==> config.mk <==
export PLATFORM = sky130hd
export DESIGN_NAME = rrc_top
export DESIGN_NICKNAME = d
export VERILOG_FILES = /design/src/rtl/rrc_pkg.sv /design/src/rtl/rrc_divider.sv /design/src/rtl/rrc_top.sv
export VERILOG_INCLUDE_DIRS = /design/src /design/src/rtl
export SDC_FILE = /design/constraint.sdc
export NUM_CORES = 1
export LEC_CHECK = 0
export BUFFER_PORTS_ARGS = -buffer_cell sky130_fd_sc_hd__clkbuf_2
export CAP_MARGIN = 15
export CELL_PAD_IN_SITES_DETAIL_PLACEMENT = 2
export CELL_PAD_IN_SITES_GLOBAL_PLACEMENT = 2
export CORE_UTILIZATION = 35
export CTS_CLUSTER_SIZE = 24
export DETAILED_ROUTE_END_ITERATION = 10
export HOLD_SLACK_MARGIN = 0.03
export PLACE_DENSITY = 0.87
export REMOVE_ABC_BUFFERS = 1
export SETUP_SLACK_MARGIN = 0.2
export SYNTH_ARGS = -nofsm -noshare
export SYNTH_HDL_FRONTEND = slang
export SYNTH_HIERARCHICAL = 1
export SYNTH_SLANG_ARGS = --single-unit
==> constraint.sdc <==
create_clock -name pclk -period 14 [get_ports pclk]
set_input_delay 0.7 -clock pclk [delete_from_list [all_inputs] [get_ports pclk]]
set_output_delay 0.7 -clock pclk [all_outputs]
set_load 0.01 [all_outputs]
==> src/rtl/rrc_defs.svh <==
// Offsets, reset values and divider counts of the rate-trim block
`ifndef RRC_DEFS_SVH
`define RRC_DEFS_SVH
`define RRC_TRIM_OFFSET 12'h000
`define RRC_STATUS_OFFSET 12'h004
`define RRC_TRIM_RESET 8'h00
`define RRC_TICKS_PER_SEC 16'h8000
`define RRC_HALF_SEC 16'h4000
`define RRC_SHORT_INTERVAL 6'h14
`define RRC_LONG_INTERVAL 6'h3C
`define RRC_NEG_THRESHOLD 7'h40
`define RRC_STATUS_SEC_LSB 0
`define RRC_STATUS_ACTIVE_BIT 8
`define RRC_STATUS_LEN_LSB 16
`endif

==> src/rtl/rrc_pkg.sv <==
// Types and trim decoding shared by the rate-trim block
package rrc_pkg;
`include "rrc_defs.svh"

  typedef struct packed {
    logic [6:0] rev_trim;
    logic long_mode;
  } rrc_trim_t;

  typedef struct packed {
    logic [11:0] addr;
    logic write;
    logic [31:0] wdata;
  } rrc_apb_req_t;

  // Field holds the value with its bits in reverse order
  function automatic logic [6:0] rrc_unreverse(input logic [6:0] r);
    logic [6:0] v;
    v = 7'h00;
    for (int i = 0; i < 7; i++) begin
      v[i] = r[6 - i];
    end
    return v;
  endfunction

  // Length of the corrected second in oscillator ticks, two ticks per step
  function automatic logic [15:0] rrc_period(input rrc_trim_t t);
    logic [6:0] v;
    logic [6:0] neg;
    v = rrc_unreverse(t.rev_trim);
    neg = 7'(7'h00 - v);
    if (v < `RRC_NEG_THRESHOLD) begin
      return 16'(`RRC_TICKS_PER_SEC - {8'h00, v, 1'b0});
    end else begin
      return 16'(`RRC_TICKS_PER_SEC + {8'h00, neg, 1'b0});
    end
  endfunction
endpackage

==> src/rtl/rrc_divider.sv <==
// Timekeeping divider stage counting oscillator ticks into seconds
`timescale 1ns/10ps
module rrc_divider
  import rrc_pkg::*;
(
  input wire logic pclk,
  input wire logic presetn,
  input wire logic tick,
  input wire logic [15:0] sec_len,
  output logic [15:0] phase,
  output logic sec_pulse
);
  logic [15:0] cnt_reg;
  logic [15:0] cnt_next;
  logic pulse_reg;
  logic pulse_next;
  wire last_tick = (cnt_reg >= 16'(sec_len - 16'h0001));

  // Wrap on >= so a shorter length written mid-second cannot run away
  assign cnt_next = !tick ? cnt_reg : (last_tick ? 16'h0000 : 16'(cnt_reg + 16'h0001));
  assign pulse_next = tick & last_tick;

  always_ff @(posedge pclk or negedge presetn) begin
    if (!presetn) begin
      cnt_reg <= 16'h0000;
      pulse_reg <= 1'b0;
    end else begin
      cnt_reg <= cnt_next;
      pulse_reg <= pulse_next;
    end
  end

  assign phase = cnt_reg;
  assign sec_pulse = pulse_reg;
endmodule

==> src/rtl/rrc_top.sv <==
// Rate-trim block: APB trim register, divider chain with correction, 1 Hz pin
//
// Design decisions made here: the APB interface to the registers and the register offsets.
`timescale 1ns/10ps
`include "rrc_defs.svh"
module rrc_top
  import rrc_pkg::*;
(
  input wire logic pclk,
  input wire logic presetn,
  input wire logic psel,
  input wire logic penable,
  input wire logic pwrite,
  input wire logic [11:0] paddr,
  input wire logic [31:0] pwdata,
  output logic [31:0] prdata,
  output logic pready,
  output logic pslverr,
  input wire logic xtal_pin,
  output logic clk32k_out,
  output logic first_interrupt_pin_n
);
  rrc_apb_req_t req;
  rrc_trim_t trim_reg;
  logic [31:0] prdata_reg;
  logic pready_reg;
  logic pslverr_reg;
  logic sync1_reg;
  logic sync2_reg;
  logic sync3_reg;
  logic out32_reg;
  logic first_interrupt_pin_n_reg;
  logic [5:0] sec_reg;
  logic [5:0] sec_next;
  logic [15:0] phase;
  logic sec_pulse;

  assign req = '{addr: paddr, write: pwrite, wdata: pwdata};

  // APB decode
  wire setup = psel & ~penable;
  wire access = psel & penable & pready_reg;
  wire hit_trim = (req.addr == `RRC_TRIM_OFFSET);
  wire hit_status = (req.addr == `RRC_STATUS_OFFSET);
  wire hit_any = hit_trim | hit_status;
  wire trim_wr = access & req.write & hit_trim;

  // Oscillator tick from the pin, seen only after two flops
  wire tick = sync2_reg & ~sync3_reg;

  // Interval length and corrected second
  wire [5:0] interval = trim_reg.long_mode ? `RRC_LONG_INTERVAL : `RRC_SHORT_INTERVAL;
  wire last_sec = (sec_reg >= 6'(interval - 6'h01));
  wire [15:0] trimmed_len = rrc_period(trim_reg);
  wire [15:0] sec_len = last_sec ? trimmed_len : `RRC_TICKS_PER_SEC;
  wire corr_active = last_sec & (trimmed_len != `RRC_TICKS_PER_SEC);

  assign sec_next = !sec_pulse ? sec_reg : (last_sec ? 6'h00 : 6'(sec_reg + 6'h01));

  wire [31:0] status_word = ({26'h0000000, sec_reg} << `RRC_STATUS_SEC_LSB)
    | ({31'h00000000, corr_active} << `RRC_STATUS_ACTIVE_BIT)
    | ({16'h0000, sec_len} << `RRC_STATUS_LEN_LSB);
  wire [31:0] read_word = hit_trim ? {24'h000000, trim_reg} :
    (hit_status ? status_word : 32'h00000000);

  // Low half of each second on the pin; the corrected second lengthens or shortens only its high half
  wire first_interrupt_pin_next = (phase >= `RRC_HALF_SEC);

  rrc_divider u_div (
    .pclk(pclk),
    .presetn(presetn),
    .tick(tick),
    .sec_len(sec_len),
    .phase(phase),
    .sec_pulse(sec_pulse)
  );

  // Answer one cycle after setup: pready is raised for the access phase only
  always_ff @(posedge pclk or negedge presetn) begin
    if (!presetn) begin
      pready_reg <= 1'b0;
      pslverr_reg <= 1'b0;
      prdata_reg <= 32'h00000000;
    end else begin
      pready_reg <= setup;
      pslverr_reg <= setup & ~hit_any;
      prdata_reg <= (setup & ~req.write) ? read_word : 32'h00000000;
    end
  end

  always_ff @(posedge pclk or negedge presetn) begin
    if (!presetn) begin
      trim_reg <= `RRC_TRIM_RESET;
    end else if (trim_wr) begin
      trim_reg <= req.wdata[7:0];
    end
  end

  always_ff @(posedge pclk or negedge presetn) begin
    if (!presetn) begin
      sync1_reg <= 1'b0;
      sync2_reg <= 1'b0;
      sync3_reg <= 1'b0;
      out32_reg <= 1'b0;
    end else begin
      sync1_reg <= xtal_pin;
      sync2_reg <= sync1_reg;
      sync3_reg <= sync2_reg;
      out32_reg <= sync2_reg;
    end
  end

  always_ff @(posedge pclk or negedge presetn) begin
    if (!presetn) begin
      sec_reg <= 6'h00;
      first_interrupt_pin_n_reg <= 1'b0;
    end else begin
      sec_reg <= sec_next;
      first_interrupt_pin_n_reg <= first_interrupt_pin_next;
    end
  end

  assign prdata = prdata_reg;
  assign pready = pready_reg;
  assign pslverr = pslverr_reg;
  assign clk32k_out = out32_reg;
  assign first_interrupt_pin_n = first_interrupt_pin_n_reg;
endmodule

# Word level (Yosys, flattened, before mapping)
# Index checks and enable logic that the tools add are counted.
[op_classes] addsub=7 n_lt_le_gt_ge=4 eq_ne=2 muxes=8 n_bitwise=17 n_reduce_logical=1
[ops] op="two-way mux 32 bit" n=3
[ops] op="two-way mux 16 bit" n=3
[ops] op="bitwise OR 9 x 32 -> 32 bit" n=1
[ops] op="adder 16 x 1 -> 16 bit, second input constant" n=1
[ops] op="adder 16 x 8 -> 16 bit, first input constant" n=1
[ops] op=">= comparator 16 x 15 -> 1 bit, second input constant" n=1
[ops] op=">= comparator 16 bit" n=1
[ops] op="inequality test 16 bit, second input constant" n=1
[ops] op="subtractor 16 x 1 -> 16 bit, second input constant" n=1
[ops] op="subtractor 16 x 8 -> 16 bit, first input constant" n=1
[ops] op="equality test 12 x 3 -> 1 bit, second input constant" n=1
[ops] op="logical NOT 12 bit" n=1
[ops] op="two-way mux 6 bit" n=2
[ops] op="bitwise AND 1 bit" n=10
[ops] op="bitwise OR 6 x 9 -> 9 bit" n=1
[ops] op="< comparator 7 bit, second input constant" n=1
[ops] op="subtractor 1 x 7 -> 7 bit, first input constant" n=1
[ops] op="adder 6 x 1 -> 6 bit, second input constant" n=1
[ops] op=">= comparator 6 bit" n=1
[ops] op="subtractor 6 x 1 -> 6 bit, second input constant" n=1
[ops] op="inverter 1 bit" n=4
[ops] op="bitwise OR 1 bit" n=1
[word_totals] ff_bits=69 input_bits=50 out_inout_bits=36 wordCells=51

# Logic depth before layout (Yosys ltp)
# Gate-level depths: netlist of the first run.
[depth] depth_word=10 ltp_mapped=19 mapped_depth_nobuf=18

# Modules after synthesis
# Netlist of the first run, hierarchy kept.
[modules_own_cells] module="rrc_top" n_inst=1 cells_each=171 area_per_inst_um2=1931.9 seq_area_each_um2=1051.0
[modules_own_cells] module="rrc_divider" n_inst=1 cells_each=161 area_per_inst_um2=1420.1 seq_area_each_um2=425.4

# Worst setup path after synthesis of the first run
# No wires, ideal clock.
[synth_timing] path_kind="flip-flop to flip-flop" startpoint="register sec_reg[0]" endpoint="register u_div.cnt_reg[11], in the netlist u_div/phase[11]" setup_ps=119 t_arrival_ps=4313 t_required_ps=13881 path_slack_ps=9568 stages_incl_launch_ff=19 path_buffers=2 synth_period_minus_slack_ps=4432 path_cell_list="dfrtp_1 ha_1 o21ai_0 nand2b_1 a31oi_1 clkbuf_1 nor3_1 or4_4 nor3_2 nand3_1 nor4_1 xnor2_1 ha_1 nand4_2 nor3_2 or4b_4 a31oi_4 buf_6 nor2_1"
[synth_between] elab_chain_cells=5
[synth_rtl] item="start: declaration" line_no="rrc_top.sv:33" source="logic [5:0] sec_reg;"
[synth_rtl] item="start signal: assignment" line_no="rrc_top.sv:118" source="sec_reg <= sec_next;"
[synth_rtl] item=">= comparator 6 bit" line_no="rrc_top.sv:53" source="wire last_sec = (sec_reg >= 6'(interval - 6'h01));"
[synth_rtl] item="two-way mux 16 bit (no line)"
[synth_rtl] item="net sec_len[12]" line_no="rrc_top.sv:55" source="wire [15:0] sec_len = last_sec ? trimmed_len : `RRC_TICKS_PER_SEC;"
[synth_rtl] item="subtractor 16 x 1 -> 16 bit" line_no="rrc_divider.sv:17" source="wire last_tick = (cnt_reg >= 16'(sec_len - 16'h0001));"
[synth_rtl] item=">= comparator 16 bit" line_no="rrc_divider.sv:17"
[synth_rtl] item="two-way mux 16 bit" line_no="rrc_divider.sv:20" source="assign cnt_next = !tick ? cnt_reg : (last_tick ? 16'h0000 : 16'(cnt_reg + 16'h0001));"
[synth_rtl] item="end signal: assignment" line_no="rrc_divider.sv:28" source="cnt_reg <= cnt_next;"
[synth_rtl] item="end: declaration" line_no="rrc_divider.sv:13" source="logic [15:0] cnt_reg;"
# The timed path passes the listed nets, and every way through them passes these cells.
# A chain may end at the register's enable or synchronous reset.

# Worst setup path after layout of the first run
[layout_timing] startpoint="register trim_reg[7] in the netlist's numbering" endpoint="register u_div.cnt_reg[7], in the netlist u_div/phase[7]"
[layout_between] elab_chain_cells=7 elab_cells_between_ends=9 classes_between="4 x add/sub; 2 x order compare; 3 x mux"
[layout_rtl] item="start: declaration" line_no="rrc_top.sv:24" source="rrc_trim_t trim_reg;"
[layout_rtl] item="start signal: assignment" line_no="rrc_top.sv:93" source="trim_reg <= `RRC_TRIM_RESET;"
[layout_rtl] item="start signal: assignment" line_no="rrc_top.sv:95" source="trim_reg <= req.wdata[7:0];"
[layout_rtl] item="subtractor 1 x 7 -> 7 bit" line_no="rrc_pkg.sv:31" source="neg = 7'(7'h00 - v);"
[layout_rtl] item="adder 16 x 8 -> 16 bit (no line)"
[layout_rtl] item="two-way mux 16 bit (*)" line_no="rrc_pkg.sv:32" source="if (v < `RRC_NEG_THRESHOLD) begin"
[layout_rtl] item="two-way mux 16 bit (no line) (*)"
[layout_rtl] item="net sec_len[7]" line_no="rrc_top.sv:55"
[layout_rtl] item="subtractor 16 x 1 -> 16 bit (*)" line_no="rrc_divider.sv:17"
[layout_rtl] item=">= comparator 16 bit (*)" line_no="rrc_divider.sv:17"
[layout_rtl] item="two-way mux 16 bit (*)" line_no="rrc_divider.sv:20"
# The timed path passes the listed nets; every way through them passes the cells marked *.

==> summary.md, run 1 <==
| Metric | Value |
|---|---|
| Crit path launch | trim_reg[7] |
| Clk root buf | clkbuf_8 |
| Worst-Skew Late Latency | 0.35 ns |
| Initial antenna violation count | 0 |
| Clk sink count | 59 |
| Cell Area, Synth | 0.00335 sq mm |
| Worst Hold Launch | sync1_reg |
| TritonCTS buffer count | 9 |
| Setup TNS | 0 ns |
| Period minus WS final | 5.34 ns |
| PD cells | 133 mW/mm^2 |
| DRT antenna net count | 0 |
| Initial core utilization | 0.363 |
| Via-per-instance ratio | 5.06 |
| GPL Wtd Cong | 0.814 |
| Arrival time worst endpoint | 5.55 ns |
| Most common cell after layout, fill and taps aside | dfrtp_1 |
| WL final | 8990 um |
| Maximum vdd ir drop | 0.0000449 V |
| Min-delay worst type | reg2reg |
| First-pass GRT wire length | 15,000 um |
| Die Ht | 99.9 um |
| Post-cts resize count | 0 |
| Flops & latches, synth | 59 |
| Final worst-path cycle share | 0.381 |
| H-tree levels | 3 |
| Max cap viols | 0 |
| Avg Cell Area, Syn | 10.1 sq um |
| Ant. Diodes | 0 |
| Total core area | 0.00924 sq mm |
| Post-CTS Repair Setup Buffers | 0 |
| Area Growth Syn to Fin | 18.0% |
| Commonest cells after routing, fill and taps aside | dfrtp_1, clkbuf_2, nor2_1 |
| Max Transition Viols Final | 0 |
| Global-route usage over all layers | 0.197 |
| Nets | 463 |
| CTS max path bufs | 2 |
| Final setup violating endpoints | 0 |
| Worst-path clk slew | 0.07 ns |
| Worst Setup End Kind | flop |
| Unrepaired setup endpoints after global routing | false |
| IO Count | 86 |
| Post-DP HPWL | 6450 um |
| Worst Path Class, Setup | reg2reg |
| Hold Vio Cnt, Final | 0 |
| EDFF count, synth | 0 |
| Via count | 2,653 |
| YS warnings | 6 |
| Ys async rst share | 1.00 |
| Synth Instances | 332 |
| TritonCTS clock tree | yes |
| Sequential fraction of the synthesis area | 0.440 |
| Die X | 99.9 um |
| Full die area | 0.00997 sq mm |
| CP required | 14.22 ns |
| Ratio of cells with drive above 1 in the final layout | 0.243 |
| Critical R2R Launch | trim_reg[7] |
| Avg WL per Cell | 17.2 um |
| Residual DRC | 0 |
| Largest net degree at the start of global routing | 60 |
| Lkg Pwr | 1.91 nW |
| Unique masters post-synth | 49 |
| Worst-Margin Slew | 0.840 ns |
| Slew margin rel. | 0.437 |
| DR pass1 iterations | 4 |
| Number of DRC markers in iteration 0 | 43 |
| Worst clock skew | 0.0118 ns |
| Critical Path Start Type | flop |
| Status | complete, no violations |
| Most common flop cell mapped by yosys | dfrtp_1 |
| Max FFs per register | 22 |
| Worst-path fanout max | 14 |
| Port Buf Inserts | 53 |
| Fmax | 0.187 GHz |
| Row count | 35 |
| Tot Pwr | 0.000526 W |
| Vias in the first global route | 2,974 |
| GRT Residual Overflow | 0 |
| # hold bufs at CTS | 0 |
-- stage by stage --
step | cell area, sq um | cells | setup WS [ns] | hold slack, ns | util
2_1_floorplan | 3270 | 324 | 9.44 | 0.331 | -
6_report | 3960 | 524 | 8.66 | 0.350 | 0.428
4_1_cts | 3960 | 524 | 8.53 | 0.353 | 0.428
5_1_grt | 3960 | 524 | 8.30 | 0.362 | 0.428
3_3_place_gp | 3710 | 508 | 8.95 | 0.333 | 0.401
3_5_place_dp | 3710 | 508 | 8.76 | 0.336 | 0.401
-- worst max-delay path, stage by stage (launching register included) --
cell and delay, ns:
dfrtp_1 0.42, inv_1 0.15, ha_1 0.21, nand2b_1 0.12, nor4_2 0.54, inv_1 0.14
ha_1 0.38, nor2_1 0.10, or4_4 0.56, nor3_2 0.18, nand3_1 0.14, nor4_1 0.27
xnor2_1 0.14, ha_1 0.35, nand4_2 0.15, nor3_2 0.28, or4b_4 0.54, a31oi_4 0.41
nor2_1 0.11
-- path summary, 6_finish.rpt --
path / end / slack [ns] / cells after the start
setup reg to reg: u_div/phase[7] / 8.66 / 18
max in group asynchronous: prdata[29] / 13.00 / 2
setup / recovery: u_div/phase[7] / 8.66 / 18
min in group asynchronous: u_div/phase[4] / 0.52 / 2
hold reg to reg: sync2_reg / 0.35 / 0
hold / removal: sync2_reg / 0.35 / 0
-- cell type report --
type                    instances  area, sq um
fillers                      1020         5290
multi-input cells             251         1740
flip-flops and latches         59         1480
repair buffers                 55          280
well taps                     129          161
clock buffers                   9          124
clock inverters                 7          124
inverters                      14         52.6
-- power by group --
group          internal [W]  total [W]  leakage [nW]  switching (W)
Sequential         0.000195   0.000229         0.772      0.0000343
Combinational     0.0000454   0.000101          1.02      0.0000557
Clock              0.000119   0.000196         0.120      0.0000767
Total              0.000359   0.000526          1.91       0.000167
-- synthesized netlist by cell type, drive strengths merged, types with 2 or more instances --
cell | number | area (sq um)
dfrtp | 59 | 1480
nor2 | 43 | 161
nand2 | 27 | 104
ha | 23 | 288
nor3 | 20 | 125
xnor2 | 18 | 158
xor2 | 15 | 131
inv | 14 | 52.6
buf | 13 | 105
nand3 | 12 | 65.1
nand4 | 10 | 68.8
o21ai | 10 | 50.1
and2 | 8 | 50.1
nor4 | 8 | 90.1
a21oi | 7 | 35.0
a22o | 7 | 62.6
clkbuf | 5 | 18.8
a31oi | 4 | 46.3
mux2 | 4 | 52.6
nand2b | 4 | 25.0
and3 | 2 | 12.5
mux2i | 2 | 20.0
nor2b | 2 | 12.5
nor4b | 2 | 32.5
-- per-layer routing --
layer | vias up | share of wire | track usage
met5 | - | 0 | 0
met4 | 0 | 0.017 | 0.0679
met3 | 14 | 0.028 | 0.0418
met2 | 47 | 0.56 | 0.369
met1 | 1345 | 0.40 | 0.219
li1 | 1247 | - | -
-- kinds of logic (layout without fill, tap and decap cells) --
group / count (synthesis) / count (layout) / synth area share
simple gates: 142 / 142 / 0.234
flops: 59 / 59 / 0.440
compound gates: 36 / 36 / 0.0776
xor+xnor: 33 / 33 / 0.0862
buf+inv: 32 / 85 / 0.0526
fa+ha+maj: 23 / 23 / 0.0859
mux: 6 / 6 / 0.0216
other cells: 1 / 11 / 0.00112
Note: power is estimated with default switching activity, not from simulation.
==> inputs of run 2 (changes only) <==
Settings changed: CORE_UTILIZATION 35 to 33, PLACE_DENSITY 0.87 to 0.83.
Clock period 14 ns to 5 ns, I/O delays scaled along.
==> summary.md, run 2 (synthesized netlist as in run 1, its figures left out) <==
| Metric | Value |
|---|---|
| DR pass1 iterations | 4 (unchanged) |
| Area Growth Syn to Fin | 23.6% (was 18.0%) |
| PD cells | 327 mW/mm^2 (was 133 mW/mm^2) |
| Worst clock skew | 0.00979 ns (was 0.0118 ns) |
| Max Transition Viols Final | 0 (unchanged) |
| Nets | 476 (was 463) |
| Slew margin rel. | 0.264 (was 0.437) |
| Largest net degree at the start of global routing | 60 (unchanged) |
| Final non-filler cell area | 0.00414 sq mm (was 0.00396 sq mm) |
| GPL Wtd Cong | 0.752 (was 0.814) |
| Min-delay worst type | in2async (was reg2reg) |
| Multi-input gate area | 0.00185 sq mm (was 0.00174 sq mm) |
| Final cell count without fillers | 541 (was 524) |
| Initial core utilization | 0.341 (was 0.363) |
| Residual DRC | 0 (unchanged) |
| CP required | 5.24 ns (was 14.22 ns) |
| Hold Vio Cnt, Final | 0 (unchanged) |
| Arrival time worst endpoint | 4.89 ns (was 5.55 ns) |
| Worst-Skew Late Latency | 0.35 ns (about the same) |
| Avg WL per Cell | 17.7 um (was 17.2 um) |
| DP Cell Count | 514 (was 508) |
| Lkg Pwr | 1.97 nW (was 1.91 nW) |
| Setup TNS | 0 ns (unchanged) |
| Die Ht | 103 um (was 99.9 um) |
| Unrepaired setup endpoints after global routing | false (unchanged) |
| Row count | 36 (was 35) |
| First-pass GRT wire length | 15,000 um (about the same) |
| Fmax | 0.215 GHz (was 0.187 GHz) |
| Most common cell after layout, fill and taps aside | dfrtp_1 (unchanged) |
| Ratio of cells with drive above 1 in the final layout | 0.290 (was 0.243) |
| Worst Setup End Kind | flop (unchanged) |
| Filler cells | 1,089 (was 1,020) |
| Port Buf Inserts | 53 (unchanged) |
| Via-per-instance ratio | 5.01 (was 5.06) |
| Crit-path cells | inv_1 > ha_1 > o21ai_1 > nand2b_1 > a31oi_4 > buf_6 > nor2_1 > or4_4 > nor3_4 > nand3_2 > nor4_4 > xnor2_1 > ha_1 > nand4_4 > nor3_4 > or4b_4 > a31oi_4 > clkbuf_16 > nor2_1 (was inv_1 > ha_1 > nand2b_1 > nor4_2 > inv_1 > ha_1 > nor2_1 > or4_4 > nor3_2 > nand3_1 > nor4_1 > xnor2_1 > ha_1 > nand4_2 > nor3_2 > or4b_4 > a31oi_4 > nor2_1) |
| Crit-path slowest cell | or4_4 (unchanged) |
| Clk sink count | 59 (unchanged) |
| Sequential Area | 0.00148 sq mm (about the same) |
| Worst Path Class, Setup | reg2reg (unchanged) |
| Hold Slack | 0.0521 ns (was 0.350 ns) |
| Final setup violating endpoints | 0 (unchanged) |
| Die X | 103 um (was 99.9 um) |
| CP max stage delay | 0.59 ns (was 0.56 ns) |
| Clk root buf | clkbuf_8 (unchanged) |
| Total core area | 0.00982 sq mm (was 0.00924 sq mm) |
| H-tree levels | 3 (unchanged) |
| Max cap viols | 0 (unchanged) |
| Via count | 2,711 (was 2,653) |
| GRT Residual Overflow | 0 (unchanged) |
| Status | complete, no violations (unchanged) |
| Global-route usage over all layers | 0.190 (was 0.197) |
| Initial antenna violation count | 1 (was 0) |
| Post-DP Area | 0.00373 sq mm (was 0.00371 sq mm) |
| Worst-Margin Slew | 1.10 ns (was 0.840 ns) |
| Number of DRC markers in iteration 0 | 49 (was 43) |
| Worst-path clk slew | 0.07 ns (about the same) |
| Max FFs per register | 22 (unchanged) |
| Post-DP HPWL | 6770 um (was 6450 um) |
| Full die area | 0.0106 sq mm (was 0.00997 sq mm) |
| Final worst-path cycle share | 0.930 (was 0.381) |
| IO Count | 86 (unchanged) |
| Critical Path Start Type | flop (unchanged) |
| Commonest cells after routing, fill and taps aside | dfrtp_1, clkbuf_2, nor2_1 (unchanged) |
| Vias in the first global route | 3,008 (was 2,974) |
| Period minus WS final | 4.65 ns (was 5.34 ns) |
| Maximum vdd ir drop | 0.000156 V (was 0.0000449 V) |
| Worst-path fanout max | 6 (was 14) |
| WL final | 9550 um (was 8990 um) |
| TritonCTS clock tree | yes (unchanged) |
| TritonCTS buffer count | 9 (unchanged) |
| DRT antenna net count | 0 (unchanged) |
| CTS max path bufs | 2 (unchanged) |
==> run 2: changes by cell type in the layout (fill, tap and decap cells not counted), moves of 3 or more <==
cell,change
bufinv_16,-3
nor4_4,+3
buf_4,+8
clkbuf_8,+3
==> run 2: final cells by class <==
class,instances,share of cell area
Multi-Input combinational cell,251,0.447
Antenna cell,1,0.000604
Clock buffer,13,0.0408
Clock inverter,2,0.00242
Sequential cell,59,0.357
Timing Repair Buffer,68,0.0993
Inverter,14,0.0127
Tap cell,133,0.0402
==> run 2: repair_timing <==
action / CTS / global route
gates resized for setup: 2 / 20
hold buffers: 1 / 0
gates cloned: 0 / 2
pin swaps: 1 / 9
setup endpoints to repair: 15 / 17
hold endpoints to repair: 1 / 0
setup buffers: 2 / 6
==> run 2: power breakdown <==
group          switching, W  internal (W)
Combinational      0.000163      0.000141
Clock              0.000193      0.000216
Sequential        0.0000960      0.000546
Total              0.000452      0.000904
==> run 2: routing by layer <==
layer  GRT usage  share of wire
met1       0.214           0.41
met3      0.0488          0.037
met5           0              0
met2       0.347           0.53
met4      0.0693          0.021
==> run 2: per-stage QoR <==
step	total power (W)	util	worst slack (ns)
5_1_grt	0.00145	0.422	0.101
4_1_cts	0.00135	0.403	0.223
2_1_floorplan	0.000815	-	0.440
3_3_place_gp	0.000893	0.380	0.265
3_5_place_dp	0.000926	0.380	0.0111
6_report	0.00136	0.422	0.349
==> run 2: critical path, delay by kind of cell, from the launching register on <==
family / cells / cell delay [ns]
simple gates: 10 / 2.33
fa+ha+maj: 2 / 0.62
compound gates: 3 / 0.60
buf+inv: 3 / 0.48
flops: 1 / 0.41
xor+xnor: 1 / 0.10
==> run 2: final timing paths <==
check	startpoint	to	slack, ns	depth (start not counted)
worst max-delay path	trim_reg[0]	u_div/phase[9]	0.35	19
worst min-delay path	presetn	u_div/phase[3]	0.05	2
worst max register to register	trim_reg[0]	u_div/phase[9]	0.35	19
worst min register to register	sync1_reg	sync2_reg	0.35	0
max in group asynchronous	presetn	sec_reg[3]	4.39	2
min in group pclk	pwdata[7]	trim_reg[7]	0.12	3
==> inputs of run 3 (changes only) <==
Settings changed: SYNTH_HIERARCHICAL 1 to not set.
==> summary.md, run 3 <==
| Metric | Value |
|---|---|
| Number of DRC markers in iteration 0 | 62 (was 49) |
| Cell Area, Synth | 0.00326 sq mm (was 0.00335 sq mm) |
| First-pass GRT wire length | 15,100 um (was 15,000 um) |
| Max FFs per register | 22 (unchanged) |
| CTS max path bufs | 2 (unchanged) |
| Crit path launch | trim_reg[7] (was trim_reg[0]) |
| R2R Setup Slk | 0.58 ns (was 0.35 ns) |
| Sequential fraction of the synthesis area | 0.453 (was 0.440) |
| Final setup violating endpoints | 0 (unchanged) |
| Commonest cells after routing, fill and taps aside | dfrtp_1, clkbuf_2, nor2_1 (unchanged) |
| Critical Path Start Type | flop (unchanged) |
| Worst Path Class, Setup | reg2reg (unchanged) |
| Comb pwr share | 0.072 (was 0.224) |
| TritonCTS clock tree | yes (unchanged) |
| CP required | 5.27 ns (was 5.24 ns) |
| PD cells | 285 mW/mm^2 (was 327 mW/mm^2) |
| Ratio of cells with drive above 1 in the final layout | 0.236 (was 0.290) |
| Most common cell after layout, fill and taps aside | dfrtp_1 (unchanged) |
| H-tree levels | 3 (unchanged) |
| Top post-synthesis cells by area | dfrtp_1, ha_1, nor2_1, nand2_1, xnor2_1 (was dfrtp_1, ha_1, nor2_1, xnor2_1, xor2_1) |
| Arrival time worst endpoint | 4.69 ns (was 4.89 ns) |
| Most common flop cell mapped by yosys | dfrtp_1 (unchanged) |
| Ys async rst share | 1.00 (unchanged) |
| YS warnings | 0 (was 6) |
| Unrepaired setup endpoints after global routing | false (unchanged) |
| Post-cts resize count | 0 (was 2) |
| Area Growth Syn to Fin | 17.5% (was 23.6%) |
| Sequential power share | 0.482 (was 0.474) |
| Cell with the most instances after synthesis | dfrtp_1 (unchanged) |
| Top post-synthesis cells by count | dfrtp_1, nor2_1, nand2_1 (unchanged) |
| Clock Power Share | 0.447 (was 0.302) |
| Worst Setup End Kind | flop (unchanged) |
| Worst setup path endpoint | u_div.phase[4] (was u_div/phase[9]) |
| Worst-path clk slew | 0.07 ns (about the same) |
| Internal Pwr Total | 0.000818 W (was 0.000904 W) |
| Full die area | 0.0103 sq mm (was 0.0106 sq mm) |
| Synth Instances | 318 (was 332) |
| Initial core utilization | 0.346 (was 0.341) |
| Max cap viols | 0 (unchanged) |
| Worst-path fanout max | 12 (was 6) |
| Period minus WS final | 4.42 ns (was 4.65 ns) |
| Post-Synth Simple-Gate Area | 0.213 (was 0.234) |
| Vias in the first global route | 2,956 (was 3,008) |
| Global-route usage over all layers | 0.197 (was 0.190) |
| GPL Wtd Cong | 0.764 (was 0.752) |
| Residual DRC | 0 (unchanged) |
| Mux share of post-synthesis cell area | 0.0200 (was 0.0216) |
| Slew margin rel. | 0.392 (was 0.264) |
| Die Ht | 101 um (was 103 um) |
| Final worst-path cycle share | 0.883 (was 0.930) |
| WL final | 9020 um (was 9550 um) |
| Ant. Diodes | 0 (was 1) |
| Port Buf Inserts | 53 (unchanged) |
| Post-DP HPWL | 6550 um (was 6770 um) |
| Hold Vio Cnt, Final | 0 (unchanged) |
| Avg WL per Cell | 17.8 um (was 17.7 um) |
| Unique masters post-synth | 55 (was 49) |
| Adder-cell area share of the yosys netlist | 0.0846 (was 0.0859) |
| Nets | 445 (was 476) |
| Via count | 2,584 (was 2,711) |
| R2r worst-path depth | 17 (was 19) |
| Initial antenna violation count | 0 (was 1) |
| Min-delay worst type | in2async (unchanged) |
| Area share of the largest cell type after synthesis | 0.453 (was 0.440) |
| Die X | 101 um (was 103 um) |
| Worst clock skew | 0.0127 ns (was 0.00979 ns) |
| Compound-Gate Fraction of Synth Area | 0.113 (was 0.0776) |
| Setup TNS | 0 ns (unchanged) |
| Tot Pwr | 0.00109 W (was 0.00136 W) |
| Dominant cell type by area after synthesis | dfrtp_1 (unchanged) |
| Clk root buf | clkbuf_8 (unchanged) |
| Critical R2R Launch | trim_reg[7] (was trim_reg[0]) |
| Worst-Skew Late Latency | 0.35 ns (about the same) |
| R2r endpoint | u_div.phase[4] (was u_div/phase[9]) |
| Total core area | 0.00942 sq mm (was 0.00982 sq mm) |
| Largest net degree at the start of global routing | 60 (unchanged) |
| Maximum vdd ir drop | 0.000127 V (was 0.000156 V) |
| Lkg Pwr | 1.94 nW (was 1.97 nW) |
| TritonCTS buffer count | 9 (unchanged) |
| Post-Synth XOR/XNOR Area | 0.0642 (was 0.0862) |
| Post-CTS Repair Setup Buffers | 0 (was 2) |
| DRT antenna net count | 0 (unchanged) |
| Flops & latches, synth | 59 (unchanged) |
| Clk sink count | 59 (unchanged) |
| Fmax | 0.226 GHz (was 0.215 GHz) |
| Avg Cell Area, Syn | 10.2 sq um (was 10.1 sq um) |
| EDFF count, synth | 0 (unchanged) |
| Via-per-instance ratio | 5.11 (was 5.01) |
| DR pass1 iterations | 4 (unchanged) |
| Largest family of logic cells by synthesized area | simple AND/OR/NAND/NOR gates (unchanged) |
| IO Count | 86 (unchanged) |
| Status | complete, no violations (unchanged) |
| GRT Residual Overflow | 0 (unchanged) |
| Row count | 35 (was 36) |
| Switching share of power | 0.249 (was 0.333) |
| Max Transition Viols Final | 0 (unchanged) |
| Sw power | 0.000272 W (was 0.000452 W) |
| Worst-Margin Slew | 0.907 ns (was 1.10 ns) |
run 3: changes by cell type in the layout (fill, tap and decap cells not counted), moves of 6 or more:
cell / before / now
nor2_1: 43 / 31
nor3_1: 13 / 6
xnor2_1: 18 / 11
and3_1: 2 / 9
a21oi_1: 7 / 13
buf_4: 10 / 3
run 3: how the worst min path moves through the flow:
stage,from,end,slack [ns],depth (start not counted)
after floorplan,presetn,clk32k_out,-0.05,0
after global routing,pwdata[4],trim_reg[4],0.11,2
after CTS,presetn,pready,0.08,2
after global placement,sync1_reg,sync2_reg,0.34,0
after detailed placement,sync1_reg,sync2_reg,0.34,0
final,presetn,pready,0.05,2
run 3: cell type report:
| type | count | area, sq um |
|---|---|---|
| repair buffers | 57 | 298 |
| flip-flops and latches | 59 | 1480 |
| clock inverters | 5 | 77.6 |
| inverters | 9 | 33.8 |
| well taps | 129 | 161 |
| multi-input cells | 237 | 1640 |
| clock buffers | 10 | 138 |
| fillers | 1044 | 5590 |
run 3: cells by family (layout without fill, tap and decap cells):
group / after synthesis / count (layout)
buf+inv: 29 / 81
flops: 59 / 59
fa+ha+maj: 22 / 22
compound gates: 54 / 54
mux: 6 / 6
other cells: 1 / 8
simple gates: 124 / 124
xor+xnor: 23 / 23
run 3: worst max-delay path, cell delays in order (launching register included):
cell and delay (ns):
dfrtp_1 0.49, inv_1 0.15, ha_1 0.31, nand2b_1 0.14
nor2_1 0.26, nand2_1 0.13, ha_1 0.40, and4_1 0.25
o21bai_2 0.21, o21a_2 0.23, a21oi_1 0.15, ha_1 0.26
a21o_1 0.17, a21o_1 0.19, a21oi_1 0.36, a31oi_1 0.25
buf_4 0.25, nor2_1 0.13
run 3: metrics by stage:
step	setup slack, ns	instance area [sq um]	utilization	hold slack (ns)	instances
final	0.584	3820	0.406	0.0462	506
after detailed placement	0.733	3600	0.382	0.336	490
after CTS	0.559	3820	0.406	0.0847	506
after global placement	0.949	3600	0.382	0.336	490
after floorplan	1.21	3150	-	-0.0456	305
after global routing	0.288	3820	0.406	0.114	506
run 3: repair_timing:
| item | CTS | global route |
|---|---|---|
| hold endpoints to repair | 1 | 0 |
| endpoints found under the setup margin | 0 | 0 |
| hold buffers | 1 | 0 |
run 3: power by group through the flow:
stage	Combinational, W	Clock (W)	Sequential, W
5_1_grt	0.0000904	0.000520	0.000528
3_5_place_dp	0.0000761	0	0.000535
3_3_place_gp	0.0000701	0	0.000532
4_1_cts	0.0000808	0.000499	0.000525
6_report	0.0000784	0.000487	0.000525
2_1_floorplan	0.0000420	0	0.000525
run 3: metal layers:
metal / track usage / up-vias / wire length (um)
li1: - / 1217 / -
met2: 0.362 / 45 / 4820
met1: 0.221 / 1307 / 3790
met4: 0.100 / 0 / 190
met3: 0.0297 / 15 / 211
met5: 0 / - / 0
